<file path="src/hw/pfcir_defs.vh">
// constants of the line-protection configuration bank: offsets, fields, resets, timing counts
// assumes a 100 MHz core clock; included by bare name from the design files
`ifndef PFCIR_DEFS_VH
`define PFCIR_DEFS_VH

// register offsets on the command port
`define PFCIR_ADDR_INRUSH 16'hfe2e
`define PFCIR_ADDR_OV_RISE 16'hfe2f
`define PFCIR_ADDR_OV_FALL 16'hfe30
`define PFCIR_ADDR_OV_DEB 16'hfe31
`define PFCIR_ADDR_LOWPWR 16'hfe32

// field positions
`define PFCIR_UVWIN_HI 4
`define PFCIR_UVWIN_LO 3
`define PFCIR_INDLY_HI 2
`define PFCIR_INDLY_LO 0
`define PFCIR_OVCODE_HI 6
`define PFCIR_DEB_HI 1

// reset values
`define PFCIR_RST_INRUSH 8'h00
`define PFCIR_RST_OV_RISE 8'h00
`define PFCIR_RST_OV_FALL 8'h00
`define PFCIR_RST_OV_DEB 8'h00
`define PFCIR_RST_LOWPWR 8'h00

// timing
`define PFCIR_CLK_MHZ 100
`define PFCIR_DEB0_NS 120
`define PFCIR_DEB1_NS 240
`define PFCIR_DEB2_NS 480
`define PFCIR_DEB3_NS 640
`define PFCIR_DEB0_CYC ((`PFCIR_DEB0_NS * `PFCIR_CLK_MHZ) / 1000)
`define PFCIR_DEB1_CYC ((`PFCIR_DEB1_NS * `PFCIR_CLK_MHZ) / 1000)
`define PFCIR_DEB2_CYC ((`PFCIR_DEB2_NS * `PFCIR_CLK_MHZ) / 1000)
`define PFCIR_DEB3_CYC ((`PFCIR_DEB3_NS * `PFCIR_CLK_MHZ) / 1000)
`define PFCIR_UVWIN2_US 2000
`define PFCIR_UVWIN4_US 4000
// window lengths in core cycles at 100 MHz, sized to the 24-bit window counter
`define PFCIR_UVWIN2_CYC 24'h03_0d40
`define PFCIR_UVWIN4_CYC 24'h06_1a80

`endif

</file>
<file path="src/hw/pfcir_pin_filter.v">
// three-flop pin synchroniser followed by a programmable debounce
// assumes the pin is asynchronous to core_clk_i; level_o follows after thr_i stable cycles
module pfcir_pin_filter (
	input wire core_clk_i, // core clock
	input wire rstn_i, // async reset, active low
	input wire pin_i, // raw pin level
	input wire [6:0] thr_i, // cycles the level must persist, at least 1
	output reg level_o // filtered level
);

	reg s1; // first stage, read only by s2
	reg s2; // second stage
	reg s3; // third stage
	reg agreed; // level once s2 and s3 agree
	reg [6:0] cnt; // persistence counter

	// synchroniser chain; a change counts only when the last two stages agree
	always @(posedge core_clk_i or negedge rstn_i) begin
		if (!rstn_i) begin
			s1 <= 1'b0;
			s2 <= 1'b0;
			s3 <= 1'b0;
			agreed <= 1'b0;
		end else begin
			s1 <= pin_i;
			s2 <= s1;
			s3 <= s2;
			if (s2 == s3) begin
				agreed <= s3;
			end
		end
	end

	// debounce: a glitch shorter than thr_i cycles restarts the count and is dropped
	always @(posedge core_clk_i or negedge rstn_i) begin
		if (!rstn_i) begin
			cnt <= 7'h00;
			level_o <= 1'b0;
		end else if (agreed == level_o) begin
			cnt <= 7'h00; // nothing pending
		end else if (cnt + 7'h01 >= thr_i) begin
			level_o <= agreed; // persisted long enough
			cnt <= 7'h00;
		end else begin
			cnt <= cnt + 7'h01;
		end
	end

endmodule

</file>
<file path="src/hw/pfcir_cfg.v">
// line-protection configuration bank: inrush timing, fast overvoltage setup, low power entry
// assumes a command port driven by the bus engine on core_clk_i, analog pins asynchronous
`include "pfcir_defs.vh"

// Function
// - undervoltage window: quarter, half cycle, 2ms, 4ms
// - inrush waits coded full line cycles after loss
// - rising trip code sent to overvoltage comparator
// - falling trip code sent likewise, same scale
// - overvoltage persists 120/240/480/640 ns before acting
// - low power when input power below threshold
// - soft start waits coded cycles after inrush
module pfcir_cfg #(
	parameter [23:0] UVWIN2_CYC = `PFCIR_UVWIN2_CYC, // 2 ms window in cycles
	parameter [23:0] UVWIN4_CYC = `PFCIR_UVWIN4_CYC // 4 ms window in cycles
) (
	input wire core_clk_i, // core clock, 100 MHz
	input wire rstn_i, // async reset, active low
	input wire [15:0] reg_addr_i, // command code
	input wire [7:0] reg_wdata_i, // write data
	input wire reg_wr_i, // write strobe, one cycle
	input wire reg_rd_i, // read strobe, one cycle
	output reg [7:0] reg_rdata_o, // read data
	output reg reg_rvalid_o, // read data valid pulse
	input wire vin_polarity_i, // ac input sign comparator pin
	input wire vin_below_i, // input-below-level comparator pin
	input wire fast_overvoltage_input_i, // fast overvoltage comparator pin
	input wire line_loss_flag_i, // line loss flag from line monitor
	input wire [2:0] soft_start_delay_i, // soft start delay code, full cycles
	input wire [7:0] input_power_i, // measured input power
	output wire [6:0] ov_rise_code_o, // rising trip code to comparator dac
	output wire [6:0] ov_fall_code_o, // falling trip code to comparator dac
	output reg ov_fault_o, // debounced overvoltage
	output reg input_undervoltage_flag_o, // undervoltage flag
	output reg inrush_o, // inrush signal
	output reg soft_start_o, // soft start begin level
	output reg low_power_mode_o // low power mode
);

	localparam [1:0] ST_LOSS = 2'b00; // line lost
	localparam [1:0] ST_HOLD = 2'b01; // waiting before inrush
	localparam [1:0] ST_SSWAIT = 2'b10; // inrush on, waiting for soft start
	localparam [1:0] ST_RUN = 2'b11; // soft start begun

	reg [7:0] inrush_timing_cfg; // window and inrush delay
	reg [7:0] overvoltage_rise_threshold; // rising code
	reg [7:0] overvoltage_fall_threshold; // falling code
	reg [7:0] overvoltage_debounce_cfg; // debounce select
	reg [7:0] low_power_entry_threshold; // low power threshold
	reg [7:0] next_rdata; // read mux
	reg [1:0] state; // sequencing state
	reg [2:0] cyc_cnt; // full line cycles counted
	reg pol_d; // previous filtered polarity
	reg [23:0] period_cnt; // running line period counter
	reg [23:0] line_period; // last measured full period
	reg [23:0] uv_cnt; // cycles the input stayed low
	reg [23:0] uv_win; // selected window length
	wire pol_f; // filtered polarity
	wire below_f; // filtered input-below level
	wire ov_f; // debounced overvoltage level
	wire full_cross; // rising zero crossing pulse
	wire [6:0] deb_thr; // selected debounce count

	// decode debounce select into a cycle count
	function [6:0] deb_cycles;
		input [1:0] sel;
		integer cyc; // count at integer width, cut to the threshold width below
		begin
			case (sel)
				2'b00: cyc = `PFCIR_DEB0_CYC;
				2'b01: cyc = `PFCIR_DEB1_CYC;
				2'b10: cyc = `PFCIR_DEB2_CYC;
				default: cyc = `PFCIR_DEB3_CYC;
			endcase
			deb_cycles = cyc[6:0]; // longest count is 64, fits in 7 bits
		end
	endfunction

	// true when the line cycle count has reached a delay code
	function delay_done;
		input [2:0] cnt;
		input [2:0] code;
		begin
			delay_done = (cnt >= code);
		end
	endfunction

	// register writes; reserved bits are never stored so they read as zero
	always @(posedge core_clk_i or negedge rstn_i) begin
		if (!rstn_i) begin
			inrush_timing_cfg <= `PFCIR_RST_INRUSH;
			overvoltage_rise_threshold <= `PFCIR_RST_OV_RISE;
			overvoltage_fall_threshold <= `PFCIR_RST_OV_FALL;
			overvoltage_debounce_cfg <= `PFCIR_RST_OV_DEB;
			low_power_entry_threshold <= `PFCIR_RST_LOWPWR;
		end else if (reg_wr_i) begin
			case (reg_addr_i)
				`PFCIR_ADDR_INRUSH: inrush_timing_cfg <= {3'b000, reg_wdata_i[4:0]};
				`PFCIR_ADDR_OV_RISE: overvoltage_rise_threshold <= {1'b0, reg_wdata_i[6:0]};
				`PFCIR_ADDR_OV_FALL: overvoltage_fall_threshold <= {1'b0, reg_wdata_i[6:0]};
				`PFCIR_ADDR_OV_DEB: overvoltage_debounce_cfg <= {6'b00_0000, reg_wdata_i[1:0]};
				`PFCIR_ADDR_LOWPWR: low_power_entry_threshold <= reg_wdata_i;
				default: ; // unmapped writes are dropped
			endcase
		end
	end

	// read mux; unmapped addresses read zero
	always @* begin
		case (reg_addr_i)
			`PFCIR_ADDR_INRUSH: next_rdata = inrush_timing_cfg;
			`PFCIR_ADDR_OV_RISE: next_rdata = overvoltage_rise_threshold;
			`PFCIR_ADDR_OV_FALL: next_rdata = overvoltage_fall_threshold;
			`PFCIR_ADDR_OV_DEB: next_rdata = overvoltage_debounce_cfg;
			`PFCIR_ADDR_LOWPWR: next_rdata = low_power_entry_threshold;
			default: next_rdata = 8'h00;
		endcase
	end

	// read data registered, valid one cycle after the strobe
	always @(posedge core_clk_i or negedge rstn_i) begin
		if (!rstn_i) begin
			reg_rdata_o <= 8'h00;
			reg_rvalid_o <= 1'b0;
		end else begin
			reg_rvalid_o <= reg_rd_i;
			if (reg_rd_i) begin
				reg_rdata_o <= next_rdata;
			end
		end
	end

	// threshold codes go straight to the analog dac; scale is code*0.492/128 + 1 V
	assign ov_rise_code_o = overvoltage_rise_threshold[6:0];
	assign ov_fall_code_o = overvoltage_fall_threshold[6:0];

	assign deb_thr = deb_cycles(overvoltage_debounce_cfg[1:0]);

	// fast overvoltage path with selectable persistence
	pfcir_pin_filter u_ov_filt (
		.core_clk_i(core_clk_i),
		.rstn_i(rstn_i),
		.pin_i(fast_overvoltage_input_i),
		.thr_i(deb_thr),
		.level_o(ov_f)
	);

	// polarity path; one cycle of persistence keeps crossing timing tight
	pfcir_pin_filter u_pol_filt (
		.core_clk_i(core_clk_i),
		.rstn_i(rstn_i),
		.pin_i(vin_polarity_i),
		.thr_i(7'h01),
		.level_o(pol_f)
	);

	// input-below comparator path
	pfcir_pin_filter u_uv_filt (
		.core_clk_i(core_clk_i),
		.rstn_i(rstn_i),
		.pin_i(vin_below_i),
		.thr_i(7'h01),
		.level_o(below_f)
	);

	assign full_cross = pol_f & ~pol_d;

	// line period measured between rising crossings; saturates if the line stops
	always @(posedge core_clk_i or negedge rstn_i) begin
		if (!rstn_i) begin
			pol_d <= 1'b0;
			period_cnt <= 24'h00_0000;
			line_period <= 24'h00_0000;
		end else begin
			pol_d <= pol_f;
			if (full_cross) begin
				line_period <= period_cnt;
				period_cnt <= 24'h00_0001;
			end else if (period_cnt != 24'hff_ffff) begin
				period_cnt <= period_cnt + 24'h00_0001;
			end
		end
	end

	// window select; cycle-based windows follow the measured period
	always @* begin
		case (inrush_timing_cfg[`PFCIR_UVWIN_HI:`PFCIR_UVWIN_LO])
			2'b00: uv_win = {2'b00, line_period[23:2]};
			2'b01: uv_win = {1'b0, line_period[23:1]};
			2'b10: uv_win = UVWIN2_CYC;
			default: uv_win = UVWIN4_CYC;
		endcase
	end

	// flag set once the input has stayed low for a full window; until a period is
	// measured the cycle-based windows are zero, so the flag tracks the comparator
	always @(posedge core_clk_i or negedge rstn_i) begin
		if (!rstn_i) begin
			uv_cnt <= 24'h00_0000;
			input_undervoltage_flag_o <= 1'b0;
		end else if (!below_f) begin
			uv_cnt <= 24'h00_0000;
			input_undervoltage_flag_o <= 1'b0;
		end else begin
			if (uv_cnt != 24'hff_ffff) begin
				uv_cnt <= uv_cnt + 24'h00_0001;
			end
			input_undervoltage_flag_o <= (uv_cnt >= uv_win);
		end
	end

	// inrush and soft start sequencing; line loss aborts from any state
	always @(posedge core_clk_i or negedge rstn_i) begin
		if (!rstn_i) begin
			state <= ST_LOSS;
			cyc_cnt <= 3'b000;
			inrush_o <= 1'b0;
			soft_start_o <= 1'b0;
		end else if (line_loss_flag_i) begin
			state <= ST_LOSS;
			cyc_cnt <= 3'b000;
			inrush_o <= 1'b0;
			soft_start_o <= 1'b0;
		end else begin
			case (state)
				ST_LOSS: begin
					state <= ST_HOLD; // flag has fallen
					cyc_cnt <= 3'b000;
				end
				ST_HOLD: begin
					if (delay_done(cyc_cnt, inrush_timing_cfg[`PFCIR_INDLY_HI:`PFCIR_INDLY_LO])) begin
						inrush_o <= 1'b1;
						state <= ST_SSWAIT;
						cyc_cnt <= 3'b000;
					end else if (full_cross) begin
						cyc_cnt <= cyc_cnt + 3'b001;
					end
				end
				ST_SSWAIT: begin
					if (delay_done(cyc_cnt, soft_start_delay_i)) begin
						soft_start_o <= 1'b1;
						state <= ST_RUN;
					end else if (full_cross) begin
						cyc_cnt <= cyc_cnt + 3'b001;
					end
				end
				ST_RUN: state <= ST_RUN; // hold until line loss
				default: state <= ST_LOSS;
			endcase
		end
	end

	// debounced overvoltage and low power compare, registered
	always @(posedge core_clk_i or negedge rstn_i) begin
		if (!rstn_i) begin
			ov_fault_o <= 1'b0;
			low_power_mode_o <= 1'b0;
		end else begin
			ov_fault_o <= ov_f;
			low_power_mode_o <= (input_power_i < low_power_entry_threshold);
		end
	end

endmodule

</file>
<file path="config.mk">
export PLATFORM = sky130hd
export DESIGN_NAME = pfcir_cfg
export DESIGN_NICKNAME = d
export VERILOG_FILES = /design/src/hw/pfcir_pin_filter.v /design/src/hw/pfcir_cfg.v
export VERILOG_INCLUDE_DIRS = /design/src /design/src/hw
export SDC_FILE = /design/constraint.sdc
export NUM_CORES = 1
export LEC_CHECK = 0
export ABC_AREA = 1
export BUFFER_PORTS_ARGS = -buffer_cell sky130_fd_sc_hd__buf_2
export CORE_MARGIN = 2
export CORE_UTILIZATION = 60
export DETAILED_ROUTE_END_ITERATION = 8
export GPL_ROUTABILITY_DRIVEN = 0
export PLACE_DENSITY = 0.76
export SYNTH_ARGS = -nofsm -noshare
export SYNTH_HDL_FRONTEND = slang
export SYNTH_SLANG_ARGS = --single-unit
</file>
<file path="constraint.sdc">
create_clock -name core_clk_i -period 2.6 [get_ports core_clk_i]
set_clock_uncertainty 0.2 [all_clocks]
set_input_delay 0.39 -clock core_clk_i [delete_from_list [all_inputs] [get_ports core_clk_i]]
set_output_delay 0.39 -clock core_clk_i [all_outputs]
set_load 0.1 [all_outputs]
</file>
# Word level (Yosys, flattened, before mapping)
# Cells that the tools add are included.
[totals]
register_bits = 157
in_bits = 43
out_inout_bits = 28
wordCells = 128
[classes]
n_addsub = 6
order_cmp = 7
eq_ne = 24
mux = 29
bitwise = 5
reduce_logical = 21
[op_table]
columns = ["cell", "count"]
rows = [
  ["2-to-1 mux 24 bit", 4],
  ["equality test 16 bit (second input constant)", 5],
  ["one-hot mux 23 bit (3 select lines)", 1],
  ["adder 24 x 1 -> 24 bit (second input constant)", 2],
  ["inequality test 24 bit (second input constant)", 2],
  ["2-to-1 mux 7 bit", 6],
  ["one-hot mux 8 bit (5 select lines)", 1],
  [">= comparator 24 bit", 1],
  ["AND reduction 2 bit", 12],
  ["adder 7 x 1 -> 7 bit (second input constant)", 3],
  ["one-hot mux 7 bit (3 select lines)", 1],
  [">= comparator 7 x 1 -> 1 bit (second input constant)", 2],
  ["2-to-1 mux 3 bit", 4],
  ["nonzero test 2 bit", 5],
  ["inequality test 3 bit (second input constant)", 3],
  ["one-hot mux 3 bit (3 select lines)", 1],
  ["equality test 2 bit (second input constant)", 4],
  ["less-than comparator 8 bit", 1],
  ["one-hot mux 2 bit (4 select lines)", 1],
  [">= comparator 7 bit", 1],
  ["2-to-1 mux 1 bit", 7],
  ["equality test 1 bit", 6],
  ["equality test 2 x 1 -> 1 bit (second input constant)", 3],
  [">= comparator 3 bit", 2],
  ["other kinds (7)", 14],
]

# Depth between registers and ports, before layout
# Gate-level depths: netlist of run 1.
[depth]
ltp_word = 6
mapped_depth = 17
mapped_depth_nobuf = 15

# Cells and area by module
# From an unflattened synthesis of run 1, not the netlist that was laid out.
[hier_totals]
cells_unflattened = 1230
area_unflattened_um2 = 9566.7
[by_module_without_submodules]
columns = ["module", "instances", "cells_per_inst", "area_per_inst_um2", "seq_area_each_um2"]
rows = [
  ["pfcir_cfg", 1, 978, 7464.7, 3002.9],
  ["pfcir_pin_filter", 3, 84, 700.7, 300.3],
]

# Least setup slack after synthesis of run 1
# No wires, ideal clock.
[synth_timing]
kind = "flip-flop to flip-flop"
startpoint = "register inrush_timing_cfg[4]"
endpoint = "register input_undervoltage_flag_o"
setup_ps = 121
t_arrival_ps = 2002
t_required_ps = 2279
path_slack_ps = 277
stages_incl_launch_ff = 14
path_buffers = 2
period_less_slack_ps = 2323
cell_sequence = "dfrtp_1 buf_2 nor2_2 inv_1 clkbuf_1 o21ai_0 inv_1 ha_1 a21oi_1 o21ai_0 a21oi_1 nand2_1 nor2_1 nor2_1"
[synth_between]
elab_chain_cells = 4
elab_cells_between_ends = 6
classes_between = "order compare (1); eq/ne (2); mux (2); reduce/logical (1)"
[synth_rtl]
columns = ["element", "line", "text"]
rows = [
  ["from (decl)", "pfcir_cfg.v:45", "reg [7:0] inrush_timing_cfg;"],
  ["from (signal assigned)", "pfcir_cfg.v:91", "inrush_timing_cfg <= `PFCIR_RST_INRUSH;"],
  ["from (signal assigned)", "pfcir_cfg.v:98", "`PFCIR_ADDR_INRUSH: inrush_timing_cfg <= {3'b000, reg_wdata_i[4:0]};"],
  ["equality test 2 bit, or another cell as far along", "pfcir_cfg.v:187", "case (inrush_timing_cfg[`PFCIR_UVWIN_HI:`PFCIR_UVWIN_LO])"],
  ["one-hot mux 23 bit (3 select lines) *", "pfcir_cfg.v:187", ""],
  [">= comparator 24 bit *", "pfcir_cfg.v:208", "input_undervoltage_flag_o <= (uv_cnt >= uv_win);"],
  ["2-to-1 mux 1 bit *", "pfcir_cfg.v:201", "end else if (!below_f) begin"],
  ["to (signal assigned)", "pfcir_cfg.v:208", ""],
  ["to (decl)", "pfcir_cfg.v:34", "output reg input_undervoltage_flag_o,"],
]
# Mark *: on every way between the ends. The rest lies on a longest branch, timed or not.
# A chain may end at the register's enable or synchronous reset.

# Final worst setup path of run 1
[layout_timing]
startpoint = "register u_ov_filt.cnt[0]"
endpoint = "register u_ov_filt.cnt[2]"
[layout_between]
elab_chain_cells = 4
[layout_rtl]
columns = ["element", "line", "text"]
rows = [
  ["from (decl)", "pfcir_pin_filter.v:15", "reg [6:0] cnt;"],
  ["from (signal assigned)", "pfcir_pin_filter.v:45", "cnt <= cnt + 7'h01;"],
  ["adder 7 x 1 -> 7 bit *", "pfcir_pin_filter.v:41, pfcir_pin_filter.v:45", ""],
  [">= comparator 7 bit", "pfcir_pin_filter.v:41", "end else if (cnt + 7'h01 >= thr_i) begin"],
  ["2-to-1 mux 7 bit *", "pfcir_pin_filter.v:41", ""],
  ["2-to-1 mux 7 bit *", "pfcir_pin_filter.v:39", "end else if (agreed == level_o) begin"],
]
# Marks and branches as above.

==> results of run 1 <==
## metrics by stage
step / util / std cells / instance area [um^2] / TNS, ns / hold WS, ns
finish: 0.701 / 1407 / 10200 / 0 / 0.0475
global route: 0.701 / 1407 / 10200 / -0.124 / 0.0858
CTS: 0.697 / 1401 / 10100 / 0 / 0.0436
detailed placement: 0.653 / 1362 / 9490 / 0 / 0.138
global placement: 0.653 / 1362 / 9490 / 0 / 0.132
floorplan: - / 1123 / 8970 / 0 / -0.106
## per-layer routing
layer | global-route usage | vias up
met1 | 0.372 | 3563
met3 | 0.0540 | 45
li1 | - | 3827
met4 | 0.0989 | 0
met2 | 0.432 | 203
met5 | 0 | -
## report_power, final
part | leakage, nW | total [mW] | internal [mW] | switching, mW
Sequential | 2.09 | 2.67 | 2.56 | 0.106
Combinational | 2.70 | 0.845 | 0.261 | 0.584
Clock | 0.280 | 2.41 | 1.27 | 1.13
## kinds of logic (layout without fill, tap and decap cells)
| group | after synthesis | in the layout |
|---|---|---|
| buffers and inverters | 179 | 279 |
| and+or+nand+nor | 546 | 546 |
| adders and majority gates | 59 | 59 |
| DFF | 156 | 156 |
| xor gates and xnor gates | 13 | 13 |
| other | 1 | 14 |
| AOI/OAI and AO/OA | 156 | 156 |
## worst reg2reg max path: cells and delay by family, from the launching register on
kind	cells	cell delay, ns
AOI/OAI and AO/OA	1	0.20
DFF	1	0.38
and+or+nand+nor	5	0.60
xor gates and xnor gates	1	0.19
buffers and inverters	2	0.23
adders and majority gates	2	0.57
## state kept, by name, summed over array words and instances (netlist names), 2 cells and up
name	cells
uv_cnt	24
u_ov_filt.cnt	7
low_power_entry_threshold	8
overvoltage_debounce_cfg	2
inrush_timing_cfg	5
line_period	23
overvoltage_rise_threshold	7
overvoltage_fall_threshold	7
u_uv_filt.cnt	7
reg_rdata_o	8
state	2
u_pol_filt.cnt	7
period_cnt	24
cyc_cnt	3
## how the worst min path moves through the flow
stage          depth (start not counted)                             to           start  slack (ns)
3_3_place_gp                           0                   u_ov_filt.s2    u_ov_filt.s1        0.13
5_1_grt                                3  overvoltage_fall_threshold[6]  reg_wdata_i[6]        0.09
3_5_place_dp                           0                   u_uv_filt.s2    u_uv_filt.s1        0.14
6_report                               3  overvoltage_fall_threshold[6]  reg_wdata_i[6]        0.05
4_1_cts                                3  overvoltage_fall_threshold[6]  reg_wdata_i[6]        0.04
2_1_floorplan                          0                     cyc_cnt[0]          rstn_i       -0.11
## cell usage in the layout, fill, tap and decap left out, drive strengths merged, types with 3 or more instances in the layout
cell           n
a21oi         21
a221oi         4
a31oi          8
buf           84
clkbuf        17
clkinv         4
conb          14
dfrtp        156
dlygate4sd3    7
ha            56
inv          165
maj3           3
nand2        279
nand3        102
nand3b         5
nand4         30
nor2         100
nor3          25
o21ai         96
o22ai         12
o31ai          6
or2            3
xor2          11
## timing repair
action | CTS | global route
gates resized for setup | 0 | 6
endpoints found under the hold margin | 69 | 0
hold buffers | 7 | 0
setup endpoints to repair | 0 | 8
buffers inserted | 0 | 6
## area by class of cell
| cell class | count | area share |
|---|---|---|
| Multi-Input combinational cell | 788 | 0.426 |
| Inverter | 156 | 0.0578 |
| Tap cell | 184 | 0.0226 |
| Clock inverter | 15 | 0.0141 |
| Clock buffer | 17 | 0.0417 |
| Timing Repair Buffer | 91 | 0.0544 |
| Sequential cell | 156 | 0.383 |
==> results.toml, run 1 <==
[run_status]
status = "completed"

[timing]
setup_viol = 0
relSlewSlack = 0.580
period_needed_ns = 2.48
setup_slack_ns = 0.124
fmax_mhz = 404
slew_viol_final = 0
tightestPinTransition_ns = 0.630
finalHoldViolCount = 0
finalCritPeriodShare = 0.952

[run]
cap_violations = 0

[pwr]
p_leak_nw = 5.06
power.total_mw = 5.92
power_density_nw_per_um2 = 580
ir_drop_uv = 535

[floorplan]
start_util = 0.614
core_area_um2 = 14500
ios = 71
die_x_um = 126
rows = 44
die_h_um = 126
dieArea_um2 = 15900

[global_routing]
grt_overflow = 0
antenna_found_initial = 0
track_usage = 0.271
grt_pass1_vias = 7398
grt_max_degree = 66
grt_first_pass_wirelength_um = 35000

[setup_path]
crit_slowest_cell = "dfrtp_1"
worstSetupStartpoint = "u_ov_filt.cnt[0]"
rrSetupSlack_ns = 0.12
path_max_fanout = 6
critPathBufInv = 2
ff2ff_path_depth = 11
path_depth = 11
cp.required_ns = 2.72
rr_startpoint = "u_ov_filt.cnt[0]"
crit_family = "simple AND/OR/NAND/NOR gates"
regToRegEndpoint = "u_ov_filt.cnt[2]"
critPathLaunchType = "flop"
crit_chain = "ha_1 > nand3_1 > nand3b_1 > xor2_1 > inv_1 > ha_1 > nand4_1 > a21o_1 > nand4_1 > buf_4 > nor2_1"
crit_path_end = "u_ov_filt.cnt[2]"
cp.arrival_ns = 2.59
cpPeakStageDelay_ns = 0.38
crit_path_end_kind = "flop"
critPathKind = "reg2reg"

[yosys]
synth_compound_area_frac = 0.103
synth_top_area_frac = 0.438
synthXorXnorAreaFrac = 0.0128
synthDistinctLibCells = 45
synth_edf_count = 0
synthArstFlopShare = 1.00
synthTopCellsByCount = "272 x nand2_1, 156 x dfrtp_1, 151 x inv_1"
syn_inst = 1110
yosys.cell_count.top_type = "nand2_1"
synth_fa_ha_area_frac = 0.0819
ys_warn_count = 0
synth_simple_gate_area_frac = 0.282
yosys-mux-area-fraction = 0
synth_top_family_by_area = "simple AND/OR/NAND/NOR gates"
synth_area_leaders = "dfrtp_1 44%, nand2_1 11%, ha_1 7.9%, inv_1 6.4%, nand3_1 5.6%"
synth_flop_cell = "dfrtp_1"
ys_ff_latch = 156
syn_area_um2 = 8920
synth_area_leader_cell = "dfrtp_1"
yosysSeqAreaShare = 0.438
synth.avg_cell_area_um2 = 8.04

[drt]
dr_wl_met3_um = 1020
firstDrtPassIters = 5
routed_wl_um = 20500
via_per_inst = 5.43
dr_wl_met2_um = 9620
vias = 7638
met1_length_um = 9320
top_layer = "met4"
wl_per_cell_um = 14.5
dr.first_iter.drc_count = 698
final_antenna_net_count = 0
post-route-drc-count = 0

[layout]
drive_gt1_frac = 0.145
n_fill_cell = 1172
n_antenna_cell = 0
nets = 1309
seq_area_um2 = 3910
area_growth_pct = 14.3
multiInputGateArea_um2 = 4350

[cts]
path_clk_slew_ns = 0.07
cts_tree = "yes"
clockBufferDepth = 2
h-tree-depth = 4
ctsRootBufferMaster = "clkbuf_16"
cts_buffers = 17
clk-insertion-delay-late_ns = 0.44
cts.sinks = 156

[min_path]
min_path_type = "in2reg"

[placement]
io_buffers = 70
dp_hpwl_um = 14500
place_ws_ns = 0.176
Power figures use the tool's default switching activity.
==> inputs of run 2 (changes only) <==
Settings changed: RECOVER_POWER from default to 25.
==> run 2 against run 1 <==
  * The run now ends with capacitance limit, slew limit left
  * Combinational power hardly changed
  * Die area stayed put
  * Critical path depth stayed put
  * Non-clock buffer count stayed put
  * Sequential share of layout area is 0.052 points higher
==> results.toml, run 2 (synthesis results as in run 1) <==
[pwr]
p_comb_frac = 0.142
power.internal_mw = 4.09
power.switching_mw = 1.82
pwr-share-clk = 0.407
power_density_nw_per_um2 = 581
ir_drop_uv = 536
p_leak_nw = 5.05
switching_share = 0.308
seq_power_share = 0.451

[setup_path]
regToRegEndpoint = "u_ov_filt.cnt[2]"
worstSetupStartpoint = "u_ov_filt.cnt[0]"
cp.required_ns = 2.72
crit_family = "simple AND/OR/NAND/NOR gates"
cp.arrival_ns = 2.59
rrSetupSlack_ns = 0.12
critPathKind = "reg2reg"
path_max_fanout = 6
rr_startpoint = "u_ov_filt.cnt[0]"
critPathBufInv = 2
cpPeakStageDelay_ns = 0.38
ff2ff_path_depth = 11
crit_path_end = "u_ov_filt.cnt[2]"
crit_chain = "ha_1 > nand3_1 > nand3b_1 > xor2_1 > inv_1 > ha_1 > nand4_1 > a21o_1 > nand4_1 > buf_4 > nor2_1"
crit_path_end_kind = "flop"
crit_slowest_cell = "dfrtp_1"
path_depth = 11
critPathLaunchType = "flop"

[layout]
finalNonFillerCells = 1407
final_common_cell = "nand2_1"
nets = 1309
drive_gt1_frac = 0.142
reg.largest.list = "period_cnt (24), uv_cnt (24), line_period (23)"
area_growth_pct = 14.1
n_antenna_cell = 0
n_fill_cell = 1176
mostFrequentLayoutCells = "272 x nand2_1, 154 x dfrtp_1, 150 x inv_1, 100 x nand3_1, 86 x nor2_1"
seq_area_um2 = 3910
multiInputGateArea_um2 = 4340

[timing]
finalSetupTns_ns = 0
period_needed_ns = 2.48
fmax_mhz = 404
setup_viol = 0
finalCritPeriodShare = 0.952
tightestPinTransition_ns = 1.69
finalHoldViolCount = 0
whs_ns = 0.0474
slew_viol_final = 64
relSlewSlack = -0.129

[placement]
io_buffers = 70
dp_hpwl_um = 14500
dp.cells = 1362

[global_routing]
grt_pass1_vias = 7398
grt_max_degree = 66
grt_overflow = 0
grt_first_pass_wirelength_um = 35000
antenna_found_initial = 0
track_usage = 0.271

[drt]
firstDrtPassIters = 5
routed_wl_um = 20400
vias = 7633
final_antenna_net_count = 0
wl_per_cell_um = 14.5
dr.first_iter.drc_count = 693
post-route-drc-count = 0
via_per_inst = 5.43

[cts]
clk-insertion-delay-late_ns = 0.44
h-tree-depth = 4
path_clk_slew_ns = 0.07
cts.sinks = 156
cts_tree = "yes"
clockBufferDepth = 2
ctsRootBufferMaster = "clkbuf_16"
cts_buffers = 17

[floorplan]
start_util = 0.614
die_h_um = 126
dieArea_um2 = 15900
ios = 71
core_area_um2 = 14500
die_x_um = 126
rows = 44

[run]
cap_violations = 1

[min_path]
min_path_type = "in2reg"

[run_status]
status = "finished, violations left"
violations = "capacitance limit, slew limit"
==> run 2: layer usage <==
layer | routed length, um | up-vias | global-route usage
li1 | - | 3830 | -
met5 | 0 | - | 0
met2 | 9580 | 197 | 0.432
met3 | 980 | 50 | 0.0540
met1 | 9330 | 3556 | 0.372
met4 | 521 | 0 | 0.0989
==> run 2: through the flow <==
step | setup WS [ns] | power (mW) | cell area [um^2] | utilization
floorplan | 0.277 | 3.26 | 8970 | -
global placement | 0.286 | 3.49 | 9490 | 0.653
detailed placement | 0.176 | 3.52 | 9490 | 0.653
CTS | 0.136 | 5.95 | 10100 | 0.697
global route | -0.0303 | 6.17 | 10200 | 0.700
finish | 0.125 | 5.91 | 10200 | 0.700
==> run 2: how the worst min path moves through the flow <==
stage | startpoint | endpoint | slack [ns] | cells after the start
6_report | reg_wdata_i[6] | overvoltage_fall_threshold[6] | 0.05 | 3
4_1_cts | reg_wdata_i[6] | overvoltage_fall_threshold[6] | 0.04 | 3
3_5_place_dp | u_uv_filt.s1 | u_uv_filt.s2 | 0.14 | 0
3_3_place_gp | u_ov_filt.s1 | u_ov_filt.s2 | 0.13 | 0
5_1_grt | reg_wdata_i[6] | overvoltage_fall_threshold[6] | 0.09 | 3
2_1_floorplan | rstn_i | cyc_cnt[0] | -0.11 | 0
==> run 2: worst reg2reg max path: stages (launching register included) <==
cell	delay, ns
dfrtp_1	0.38
ha_1	0.23
nand3_1	0.13
nand3b_1	0.20
xor2_1	0.19
inv_1	0.07
ha_1	0.34
nand4_1	0.14
a21o_1	0.20
nand4_1	0.09
buf_4	0.16
nor2_1	0.04
==> run 2: what timing repair did <==
item / 4_1_cts / 5_1_grt
buffers inserted: 0 / 6
setup endpoints to repair: 0 / 8
endpoints found under the hold margin: 69 / 0
resized for setup: 0 / 6
hold buffers: 7 / 0
==> run 2: power groups by stage <==
stage	registers, mW	clock network, mW	logic (mW)
floorplan	2.79	0	0.464
global placement	2.71	0	0.785
detailed placement	2.71	0	0.813
CTS	2.66	2.45	0.840
global route	2.69	2.54	0.947
finish	2.67	2.41	0.843
==> run 2: layout make-up <==
class,instances,share of cell area
Clock buffer,17,0.0418
Clock inverter,15,0.0141
Inverter,156,0.0579
Multi-Input combinational cell,788,0.427
Sequential cell,156,0.384
Tap cell,184,0.0226
Timing Repair Buffer,91,0.0533
==> inputs of run 3 (changes only) <==
Settings changed: RECOVER_POWER 25 to 50.
==> run 3 against run 2 <==
  * Design area about the same
  * Sequential share of layout area is essentially flat
  * Maximum frequency hardly changed
  * Largest cell class unchanged
  * Die area did not move
  * Largest power group unchanged
  * Global-route usage is the same
  * Setup slack hardly changed
  * Sequential cell count unchanged
  * Highest routed layer unchanged
  * Routed wire length hardly changed
  * Combinational power hardly changed
  * The run still ends with capacitance limit, slew limit left
  * Utilization hardly changed
  * Non-clock buffer count is the same
  * First-iteration DRC count fell by 7.5%
==> results.toml, run 3 (synthesis results as in run 1) <==
[setup_path]
cp.required_ns = 2.72
cp.arrival_ns = 2.59
crit_path_end_kind = "flop"
critPathKind = "reg2reg"
critPathLaunchType = "flop"
path_max_fanout = 6

[global_routing]
grt_max_degree = 66
grt_overflow = 0
antenna_found_initial = 0
grt_first_pass_wirelength_um = 35000
grt_pass1_vias = 7398
track_usage = 0.271

[timing]
finalCritPeriodShare = 0.952
setup_viol = 0
fmax_mhz = 404
whs_ns = 0.0476
period_needed_ns = 2.48
relSlewSlack = -0.129
finalHoldViolCount = 0
slew_viol_final = 64
tightestPinTransition_ns = 1.69

[cts]
h-tree-depth = 4
clk-insertion-delay-late_ns = 0.44
cts.sinks = 156
cts_buffers = 17
clockBufferDepth = 2
cts_tree = "yes"
path_clk_slew_ns = 0.07
ctsRootBufferMaster = "clkbuf_16"

[layout]
reg.largest.list = "period_cnt (24), uv_cnt (24), line_period (23)"
mostFrequentLayoutCells = "272 x nand2_1, 154 x dfrtp_1, 150 x inv_1, 100 x nand3_1, 86 x nor2_1"
area_growth_pct = 14.1
final_common_cell = "nand2_1"
seq_area_um2 = 3910
drive_gt1_frac = 0.141
nets = 1309
stdcell_area_um2 = 10200
n_fill_cell = 1179
n_antenna_cell = 0
multiInputGateArea_um2 = 4340

[drt]
dr.first_iter.drc_count = 641
firstDrtPassIters = 5
post-route-drc-count = 0
routed_wl_um = 20400
final_antenna_net_count = 0
via_per_inst = 5.41
vias = 7608
wl_per_cell_um = 14.5

[floorplan]
dieArea_um2 = 15900
core_area_um2 = 14500
start_util = 0.614
ios = 71
die_h_um = 126
rows = 44
die_x_um = 126

[pwr]
power.internal_mw = 4.09
ir_drop_uv = 536
p_comb_frac = 0.142
power.total_mw = 5.92
p_leak_nw = 5.05
power_density_nw_per_um2 = 581
pwr-share-clk = 0.407
switching_share = 0.309
power.switching_mw = 1.83
seq_power_share = 0.451

[placement]
dp_hpwl_um = 14500
io_buffers = 70
dpl-instance-area_um2 = 9490

[run_status]
status = "finished, violations left"
violations = "capacitance limit, slew limit"

[run]
cap_violations = 1

[min_path]
min_path_type = "in2reg"
-- run 3: critical path, stage by stage (launching register included) --
cell      delay (ns)
dfrtp_1         0.38
ha_1            0.23
nand3_1         0.13
nand3b_1        0.20
xor2_1          0.19
inv_1           0.07
ha_1            0.34
nand4_1         0.14
a21o_1          0.19
nand4_1         0.09
buf_4           0.16
nor2_1          0.04
-- run 3: path summary, 6_finish.rpt --
check | from | slack [ns] | end | cells past startpoint
worst max-delay path | u_ov_filt.cnt[0] | 0.12 | u_ov_filt.cnt[2] | 11
worst max register to register | u_ov_filt.cnt[0] | 0.12 | u_ov_filt.cnt[2] | 11
worst min-delay path | reg_wdata_i[6] | 0.05 | overvoltage_fall_threshold[6] | 3
max in group asynchronous | rstn_i | 0.46 | period_cnt[13] | 2
worst min register to register | u_uv_filt.s1 | 0.16 | u_uv_filt.s2 | 0
min in group asynchronous | rstn_i | 0.71 | ov_fault_o | 2
-- run 3: per-layer routing --
| metal | GRT usage | wire, um | share of wire | vias to the layer above |
|---|---|---|---|---|
| li1 | - | - | - | 3831 |
| met3 | 0.0540 | 1020 | 0.050 | 42 |
| met2 | 0.432 | 9640 | 0.47 | 199 |
| met4 | 0.0989 | 442 | 0.022 | 0 |
| met1 | 0.372 | 9310 | 0.46 | 3536 |
| met5 | 0 | 0 | 0 | - |
-- run 3: layout make-up --
| class | instances | share of cell area |
|---|---|---|
| multi-input cells | 788 | 0.427 |
| flip-flops and latches | 156 | 0.384 |
| inverters | 156 | 0.0579 |
| repair buffers | 91 | 0.0528 |
| clock buffers | 17 | 0.0418 |
| well taps | 184 | 0.0226 |
| clock inverters | 15 | 0.0141 |
-- run 3: power groups by stage --
stage                     combinational, mW  sequential [mW]  clock (mW)
final                                 0.841             2.67        2.41
after floorplan                       0.464             2.79           0
after global placement                0.785             2.71           0
after detailed placement              0.813             2.71           0
after CTS                             0.840             2.66        2.45
after global routing                  0.946             2.69        2.54
-- run 3: stage by stage --
step | setup slack [ns] | setup TNS (ns) | cells | utilization
after floorplan | 0.277 | 0 | 1123 | -
after global placement | 0.286 | 0 | 1362 | 0.653
after detailed placement | 0.176 | 0 | 1362 | 0.653
after CTS | 0.136 | 0 | 1401 | 0.697
after global routing | -0.0303 | -0.124 | 1407 | 0.700
final | 0.125 | 0 | 1407 | 0.700
-- run 3: repair_timing --
item / in CTS / in global routing
endpoints found under the setup margin: 0 / 8
endpoints found under the hold margin: 69 / 0
hold buffers: 7 / 0
buffers inserted: 0 / 6
resized for setup: 0 / 6
